<file path="config.mk">
export PLATFORM = sky130hd
export DESIGN_NAME = mip_core
export DESIGN_NICKNAME = d
export VERILOG_FILES = /design/src/verilog/mip_pkg.sv /design/src/verilog/mip_core.sv /design/src/verilog/mip_edge_detect.sv
export SDC_FILE = /design/constraint.sdc
export NUM_CORES = 1
export LEC_CHECK = 0
export ABC_AREA = 1
export BUFFER_PORTS_ARGS = -buffer_cell sky130_fd_sc_hd__buf_2
export CAP_MARGIN = 25
export CORE_MARGIN = 2
export CORE_UTILIZATION = 45
export CTS_CLUSTER_SIZE = 14
export DETAILED_ROUTE_END_ITERATION = 10
export GPL_ROUTABILITY_DRIVEN = 0
export GPL_TIMING_DRIVEN = 0
export PLACE_DENSITY = 0.8
export RECOVER_POWER = 25
export SYNTH_ARGS = -nofsm -noshare
export SYNTH_HDL_FRONTEND = slang
export SYNTH_SLANG_ARGS = --single-unit
</file>
<file path="constraint.sdc">
create_clock -name clk -period 8.95 [get_ports clk]
set_input_delay 0.4475 -clock clk [delete_from_list [all_inputs] [get_ports clk]]
set_output_delay 0.4475 -clock clk [all_outputs]
set_load 0.01 [all_outputs]
</file>
<file path="src/verilog/mip_pkg.sv">
// package for the mark interrupt positioning block
package mip_pkg;
	localparam int POS_W = 32;
	localparam int DIST_PART_W = 12;
	localparam int DIGIT_SCALE = 1000;
	localparam logic [3:0] MODE_POINT_TABLE = 4'h6;
	localparam logic [3:0] MODE_PROGRAM = 4'h7;
	localparam logic [3:0] MARK_FN_INTERRUPT = 4'h1;
	localparam int POL_FALLING_BIT = 3;
	localparam int SPEED_W = 16;
	localparam int DECEL_W = 16;
	localparam logic [POS_W-1:0] POS_ZERO = '0;
	localparam logic [SPEED_W-1:0] SPEED_ZERO = '0;
	localparam logic [DECEL_W-1:0] DECEL_ZERO = '0;

	typedef enum logic [1:0] {
		MIP_PH_IDLE,
		MIP_PH_ACCEL,
		MIP_PH_CONST,
		MIP_PH_DECEL
	} mip_phase_t;

	// motion status that the profile generator reports
	typedef struct packed {
		logic               homing;
		logic               manual;
		logic               stopped;
		logic               pauseHold;
		logic [1:0]         phase;
		logic               reverseDir;
		logic [SPEED_W-1:0] speed;
		logic [POS_W-1:0]   position;
		logic [POS_W-1:0]   startPos;
		logic [DECEL_W-1:0] decelConst;
	} mip_motion_t;

	// settings from the configuring host
	typedef struct packed {
		logic [3:0]             controlMode;
		logic [15:0]            markFunction;
		logic [15:0]            markPolarity;
		logic [DIST_PART_W-1:0] distLow;
		logic signed [DIST_PART_W-1:0] distHigh;
		logic signed [POS_W-1:0] rangeUpper;
		logic signed [POS_W-1:0] rangeLower;
		logic                   rollFeed;
		logic                   directionSel;
	} mip_config_t;

	// command to the profile generator
	typedef struct packed {
		logic               active;
		logic               fromMark;
		logic [POS_W-1:0]   target;
		logic [SPEED_W-1:0] holdSpeed;
		logic [DECEL_W-1:0] decelConst;
		logic               forceSteep;
		logic               overrideEn;
		logic               pauseEn;
		logic               speedChangeEn;
		logic               backlashEn;
		logic               rollFeedEn;
		logic               latchEn;
		logic               reverseMotor;
	} mip_cmd_t;
endpackage

</file>
<file path="src/verilog/mip_core.sv">
// mark interrupt positioning control core
// ----------------------------------------------------------------------
// ----------------------------------------------------------------------
module mip_core
	import mip_pkg::*;
(
	input  wire logic         clk,
	input  wire logic         reset_n,
	input  wire logic         markSensorInput,
	input  wire logic         programInterruptMove,
	input  wire logic         moveDone,
	input  wire logic [SPEED_W-1:0] stopDistanceNeed,
	input  wire mip_pkg::mip_motion_t motion,
	input  wire mip_pkg::mip_config_t cfg,
	output mip_pkg::mip_cmd_t cmd,
	output logic              parameterErrorAlarm
);
	import mip_pkg::*;

	// ------------------------------------------------------------------
	// edge detection and enables
	// ------------------------------------------------------------------
	logic markEdge;
	logic modeOk;
	logic funcOn;
	logic motionOk;
	logic inRange;
	logic signed [POS_W-1:0] relPos;
	logic signed [POS_W-1:0] distance;
	logic signed [POS_W-1:0] signedDist;
	logic steep;
	logic markAccept;
	logic progAccept;

	// command registers, gathered into the command struct below
	logic                     active_reg;
	logic                     active_next;
	logic                     fromMark_reg;
	logic                     fromMark_next;
	logic [POS_W-1:0]         target_reg;
	logic [POS_W-1:0]         target_next;
	logic [SPEED_W-1:0]       holdSpeed_reg;
	logic [SPEED_W-1:0]       holdSpeed_next;
	logic [DECEL_W-1:0]       decelConst_reg;
	logic [DECEL_W-1:0]       decelConst_next;
	logic                     forceSteep_reg;
	logic                     forceSteep_next;
	logic                     overrideEn_reg;
	logic                     pauseEn_reg;
	logic                     speedChangeEn_reg;
	logic                     backlashEn_reg;
	logic                     rollFeedEn_reg;
	logic                     latchEn_reg;
	logic                     reverseMotor_reg;
	logic                     alarm_reg;

	mip_edge_detect u_edge (
		.clk       (clk),
		.reset_n   (reset_n),
		.markIn    (markSensorInput),
		.fallingSel(cfg.markPolarity[POL_FALLING_BIT]),
		.edgePulse (markEdge)
	);

	// mode and function gate
	assign modeOk = (cfg.controlMode == MODE_POINT_TABLE) ||
	                (cfg.controlMode == MODE_PROGRAM);
	assign funcOn = (cfg.markFunction[15:12] == MARK_FN_INTERRUPT);
	// motion states where the mark is meaningless
	assign motionOk = !motion.homing && !motion.manual &&
	                  !motion.stopped && !motion.pauseHold;

	// range relative to start when roll feed shown
	assign relPos = cfg.rollFeed ?
	                $signed(motion.position - motion.startPos) :
	                $signed(motion.position);
	// equal limits open the whole range
	assign inRange = (cfg.rangeUpper == cfg.rangeLower) ||
	                 ((relPos <= cfg.rangeUpper) &&
	                  (relPos >= cfg.rangeLower));

	// six-digit distance: high part times 1000 plus low part
	assign distance = POS_W'(cfg.distHigh * DIGIT_SCALE) +
	                  POS_W'(cfg.distLow);
	// distance follows the present direction of travel
	assign signedDist = motion.reverseDir ? -distance : distance;
	// too short to decelerate at the set constant
	assign steep = (distance < $signed({16'h0000, stopDistanceNeed}));

	// mark accepted only when idle or during a program move
	assign markAccept = markEdge && modeOk && funcOn && motionOk &&
	                    inRange && !cmd.fromMark;
	assign progAccept = programInterruptMove && modeOk && motionOk &&
	                    !cmd.active;

	// ------------------------------------------------------------------
	// parameter check
	// ------------------------------------------------------------------
	// sign mismatch of limits is a configuration fault
	always_ff @(posedge clk) begin
		if (!reset_n) begin
			alarm_reg <= 1'b0;
		end else begin
			alarm_reg <= cfg.rangeUpper[POS_W-1] !=
			             cfg.rangeLower[POS_W-1];
		end
	end

	// ------------------------------------------------------------------
	// interrupt move command
	// ------------------------------------------------------------------
	// next command; an accept beats a done in the same cycle
	always_comb begin
		active_next     = active_reg;
		fromMark_next   = fromMark_reg;
		target_next     = target_reg;
		holdSpeed_next  = holdSpeed_reg;
		decelConst_next = decelConst_reg;
		forceSteep_next = forceSteep_reg;
		if (markAccept || progAccept) begin
			active_next     = 1'b1;
			fromMark_next   = markAccept;
			// edge position plus signed distance, taken once
			target_next     = motion.position + signedDist;
			// present speed held, whether accelerating or decelerating
			holdSpeed_next  = motion.speed;
			decelConst_next = motion.decelConst;
			forceSteep_next = steep;
		end else if (moveDone) begin
			// profile resumes per operation mode and pattern
			active_next     = 1'b0;
			fromMark_next   = 1'b0;
			forceSteep_next = 1'b0;
		end
	end

	// captured once per accepted edge; later edges cannot move a mark move's target, but a mark edge replaces a program move's target
	always_ff @(posedge clk) begin
		if (!reset_n) begin
			active_reg     <= 1'b0;
			fromMark_reg   <= 1'b0;
			target_reg     <= POS_ZERO;
			holdSpeed_reg  <= SPEED_ZERO;
			decelConst_reg <= DECEL_ZERO;
			forceSteep_reg <= 1'b0;
		end else begin
			active_reg     <= active_next;
			fromMark_reg   <= fromMark_next;
			target_reg     <= target_next;
			holdSpeed_reg  <= holdSpeed_next;
			decelConst_reg <= decelConst_next;
			forceSteep_reg <= forceSteep_next;
		end
	end

	// ------------------------------------------------------------------
	// function availability
	// ------------------------------------------------------------------
	// a paused interrupt move could overshoot the mark, so disable it
	always_ff @(posedge clk) begin
		if (!reset_n) begin
			overrideEn_reg    <= 1'b1;
			pauseEn_reg       <= 1'b1;
			speedChangeEn_reg <= 1'b1;
			backlashEn_reg    <= 1'b1;
			rollFeedEn_reg    <= 1'b1;
			latchEn_reg       <= 1'b1;
		end else begin
			overrideEn_reg    <= !active_reg ||
			                     (motion.phase == MIP_PH_CONST);
			pauseEn_reg       <= !active_reg;
			speedChangeEn_reg <= !active_reg;
			backlashEn_reg    <= !active_reg;
			rollFeedEn_reg    <= !active_reg;
			latchEn_reg       <= !active_reg;
		end
	end

	// rotation sense from direction select
	always_ff @(posedge clk) begin
		if (!reset_n) begin
			reverseMotor_reg <= 1'b0;
		end else begin
			reverseMotor_reg <= cfg.directionSel;
		end
	end

	// ------------------------------------------------------------------
	// outputs
	// ------------------------------------------------------------------
	// every command bit comes straight from its own register
	assign cmd = '{
		active:        active_reg,
		fromMark:      fromMark_reg,
		target:        target_reg,
		holdSpeed:     holdSpeed_reg,
		decelConst:    decelConst_reg,
		forceSteep:    forceSteep_reg,
		overrideEn:    overrideEn_reg,
		pauseEn:       pauseEn_reg,
		speedChangeEn: speedChangeEn_reg,
		backlashEn:    backlashEn_reg,
		rollFeedEn:    rollFeedEn_reg,
		latchEn:       latchEn_reg,
		reverseMotor:  reverseMotor_reg
	};
	assign parameterErrorAlarm = alarm_reg;
endmodule

</file>
<file path="src/verilog/mip_edge_detect.sv">
// edge detector for the mark sensor input with selectable polarity
module mip_edge_detect (
	input  wire logic clk,
	input  wire logic reset_n,
	input  wire logic markIn,
	input  wire logic fallingSel,
	output logic      edgePulse
);
	logic prev_reg;

	// previous sample of the mark input
	always_ff @(posedge clk) begin
		if (!reset_n) begin
			// follow the pin in reset so release shows no false edge
			prev_reg <= markIn;
		end else begin
			prev_reg <= markIn;
		end
	end

	// rising when select clear, falling when set
	assign edgePulse = fallingSel ? (prev_reg & ~markIn)
	                              : (~prev_reg & markIn);
endmodule

</file>
Yosys cells after proc, flatten, opt, wreduce, memory -nomap -nowiden. Cells that the tools add are included.

Register bits: 72. Output and inout port bits: 75. Word-level logic and storage cells: 59.

$add $sub $neg: 4. $mul: 1. Magnitude comparators: 3. Eq/ne operators: 6. Multiplexer cells: 7. Bitwise gates (word level): 4. Reductions and logical operators: 23.

Operators by type and width (count): 32-bit two-way mux (2); 32-bit adder (1); 32-bit equality test (1); 32-bit >= comparator (1); 32-bit less-or-equal comparator (1); 24-bit negation with 32-bit output (1); 32-bit subtractor (1); 23-bit by 13-bit adder with 24-bit output (1); 24-bit by 17-bit < comparator with 1-bit output (1); 12-bit by 8-bit multiplier with 20-bit output (second input constant) (1); 1-bit logical AND (12); 4-bit by 3-bit equality test with 1-bit output (second input constant) (2); 1-bit logical NOT (6); 1-bit two-way mux (5); 4-bit by 1-bit equality test with 1-bit output (second input constant) (1); 1-bit logical OR (4); 1-bit AND (2); 2-bit equality test (second input constant) (1); 1-bit NOT (2); 2-bit nonzero test (1); 1-bit inequality test (1).

Logic depth before layout (Yosys ltp).
Depth in word-level cells: 10. Depth in mapped cells: 45.

Hierarchy. From an unflattened synthesis, not the netlist that was laid out.

Cell total of the unflattened synthesis: 2014. Area, all modules: 12899.9 um2.

Modules (own cells, without submodules): mip_core (times used 1, cells an instance 2007, area each 12854.8 um2); mip_edge_detect (times used 1, cells an instance 7, area each 45.0 um2).

Least setup slack after synthesis. OpenSTA, ideal clock, no wires.

Path kind: input -> register. Start point: input cfg[69] in the netlist's numbering. End point: register target_reg[25]. Library setup time: 0.116 ns. Arrival time: 6.364 ns. Required time: 8.834 ns. Slack: 2.471 ns. Cell stages on the path: 36. Cells stage by stage: inv_1 > fa_1 > inv_1 > ha_1 > fa_1 > inv_1 > fa_1 > inv_1 > ha_1 > nor2_1 > a21oi_1 > xor2_1 > ha_1 > nand2_1 > nor2_1 > nand3_1 > nand3_1 > nand3_4 > inv_2 > nand2_1 > nand2_2 > nand3_1 > o21ai_0 > xor2_1 > inv_1 > ha_1 > a21oi_1 > inv_1 > a21oi_1 > a21boi_0 > o21ai_0 > nand2_1 > nand2_1 > xor2_1 > nor2_1 > nor2_1.

Cells in the longest elaborated chain, start to end: 5.

RTL lines: start, declared (line mip_core.sv:14) `input wire mip_pkg::mip_config_t cfg,`; 12-bit by 8-bit multiplier with 20-bit output (*) (line mip_core.sv:83) `assign distance = POS_W'(cfg.distHigh * DIGIT_SCALE) +`; 23-bit by 13-bit adder with 24-bit output (*) (line mip_core.sv:83); 24-bit negation with 32-bit output (line mip_core.sv:86) `assign signedDist = motion.reverseDir ? -distance : distance;`; 32-bit two-way mux (*) (line mip_core.sv:86); 32-bit adder (*) (line mip_core.sv:124) `target_next = motion.position + signedDist;`; end signal, assigned (line mip_core.sv:149) `target_reg <= target_next;`; end, declared (line mip_core.sv:40) `logic [POS_W-1:0] target_reg;`.

Mark *: on every way between the ends. The rest lies on a longest branch, timed or not. A chain may end at the register's enable or synchronous reset.

Final worst setup path. Same ends and word-level chain as after synthesis.

==> qor.yml <==
fin_nets: 2821
numCtsBuffers: 9
power.density_mw_per_mm2: 347
clock_path_buffers: 2
ys_seq_elements: 72
fin_setup_tns_ps: 0
wl_mm: 39.3
relSlewSlack_pct: 55.3
crit_family: "adder cells"
critPathMaxStageDelay_ps: 540
setup_viol: 0
syn_to_final_growth_pct: 16.6
post-place-ws_ps: 1550
period_minus_slack_ps: 7150
clock.fmax_mhz: 140
core.rowCount: 62
tightest_slew_ps: 670
p_leak_nw: 8.64
syn-num-nets: 2516
cts_hold_buf: 0
synth.most_common_cell: "inv_1"
initial_utilization_pct: 45.5
netlist-cell-type-count: 49
utilization_pct: 53.0
drt_pass1_iterations: 6
stdcell_area_mm2: 0.0151
synth_common_cells: "inv_1, nand2_1, nor2_1, ha_1, a21oi_1"
hold_ws_ps: 250
status: "finished clean"
io_pins: 325
die_x_um: 174
cts.clk_slew.worst_paths_ps: 50
cts_setup_buffers: 0
drive_above_1_share_pct: 15.2
worstPathArrival_ps: 7370
finalClockSkew_ps: 3.76
synth_edf_count: 0
placed_cells_incl_taps: 2693
maxCapViolCount: 0
cts_max_level: 3
cts_resized: 0
route.detailed.drc: 0
grt_pass1_wl_mm: 63.6
crit_path_end_kind: "flop"
vias: 14000
grt_max_degree: 13
nFillCells: 2858
wl_per_cell_um: 14.5
port-buffer-count: 294
yosys_most_used_dff: "dfxtp_1"
synth.area.top_cells: "ha_1, inv_1, dfxtp_1"
largest_register_ffs: 32
ys_async_sr_fraction_pct: 0
tritoncts: "built"
synth_area_per_cell_um2: 6.44
grt_pass1_vias: 13600
rsz0062_at_grt: "false"
yosysTopAreaCellShare_pct: 19.8
yosysSeqAreaShare_pct: 11.1
fin_crit_sh_pct: 79.9
chipHeight_um: 174
report.power.total_mw: 5.25
cp_common_cell: "inv_1"
drv_slew: 0
final_antenna_net_count: 0
gr-usage-all-layers_pct: 25.3
instances_no_fill: 2707
grt-ovfl-total: 0
clockRootBuffer: "clkbuf_16"
critical_path_class: "primary input to flop"
die-area_mm2: 0.0302
hold_violations: 0
crit_fanout: 5
clk_latency_ps: 320
path_buf_inv: 8
cts.sinks: 72
yosysTopAreaCell: "ha_1"
setup_ws_ps: 1800
start_kind: "primary input"
dp_hpwl_mm: 34.4
hold_class: "primary input to flop"
drt_iter0_markers: 1022
syn_inst: 2015
ir_drop_uv: 284
post_dp_cell_area_mm2: 0.0149
viasPerCell: 5.17
critPathRequiredTime_ps: 9170
synth.cell_area_mm2: 0.0130
slowest_stage: "fa_1"
yosys_warnings: 0
grt_antenna_before_repair: 1
core_area_mm2: 0.0285
[cell families (layout without fill, tap and decap cells)]
group,Yosys count,after routing,synth area share [%]
other,0,1,0
XOR/XNOR,107,107,7.39
adder cells (fa/ha/maj),251,251,26.9
AO/OA/AOI/OAI,353,353,15.1
AND/OR/NAND/NOR,793,793,26.5
flip-flops,72,72,11.1
buffers and inverters,439,746,13.1
[routing by layer]
| layer | global-route usage (%) | wire length, um |
|---|---|---|
| met4 | 10.4 | 1750 |
| met3 | 2.74 | 2340 |
| met1 | 31.2 | 16500 |
| met2 | 44.9 | 18600 |
| met5 | 0 | 15 |
[final timing paths]
path / cells after the start / slack (ps) / endpoint / start
max: 37 / 1800 / target_reg[25] / cfg[69]
min: 1 / 250 / u_edge.prev_reg / markSensorInput
max reg2reg: 10 / 6830 / decelConst_reg[4] / u_edge.prev_reg
min reg2reg: 1 / 470 / latchEn_reg / active_reg
[worst register-to-register path, cell delays in order, from the launching register on]
cell	delay (ps)
dfxtp_1	300
or2_2	290
o21ai_0	160
inv_1	80
nor3_1	170
nand2_1	100
nand2_2	150
clkinv_1	240
clkbuf_1	280
nor2_1	170
nor2_1	60
[power by group]
group          switching [mW]  internal [mW]
Clock                   0.122          0.182
Sequential           0.000837          0.323
Combinational            3.02           1.60
[cell usage in the layout (no fill, tap or decap), types with 4 or more instances in the layout]
cell type	count
a221oi_1	7
clkbuf_1	56
nand4_1	28
nor3_1	22
o31ai_1	7
buf_2	268
clkbuf_16	9
nand3_1	72
fa_1	46
nor2_2	4
nand2_4	6
xnor2_1	34
buf_4	11
inv_2	9
nor2_4	4
o21a_1	9
nor4_1	11
o21bai_1	5
nand3_2	5
a21o_1	8
ha_1	205
o21ai_0	131
or2_2	9
a31oi_1	18
xor2_1	70
nand2_2	13
nor2_1	246
dfxtp_1	72
o211ai_1	5
o21ai_1	7
inv_1	389
nand2_1	360
nand3b_1	7
a21oi_1	140
[layout make-up]
class | count | area (um^2) | share of cell area (%)
repair buffers | 294 | 1430 | 9.46
diodes | 1 | 2.50 | 0.0165
inverters | 400 | 1500 | 9.92
flip-flops and latches | 72 | 1440 | 9.52
clock inverters | 2 | 10.0 | 0.0661
well taps | 384 | 480 | 3.17
multi-input cells | 1504 | 9840 | 65.0
clock buffers | 11 | 233 | 1.54
plain buffers | 39 | 195 | 1.29
Note: power is estimated with default switching activity, not from simulation.
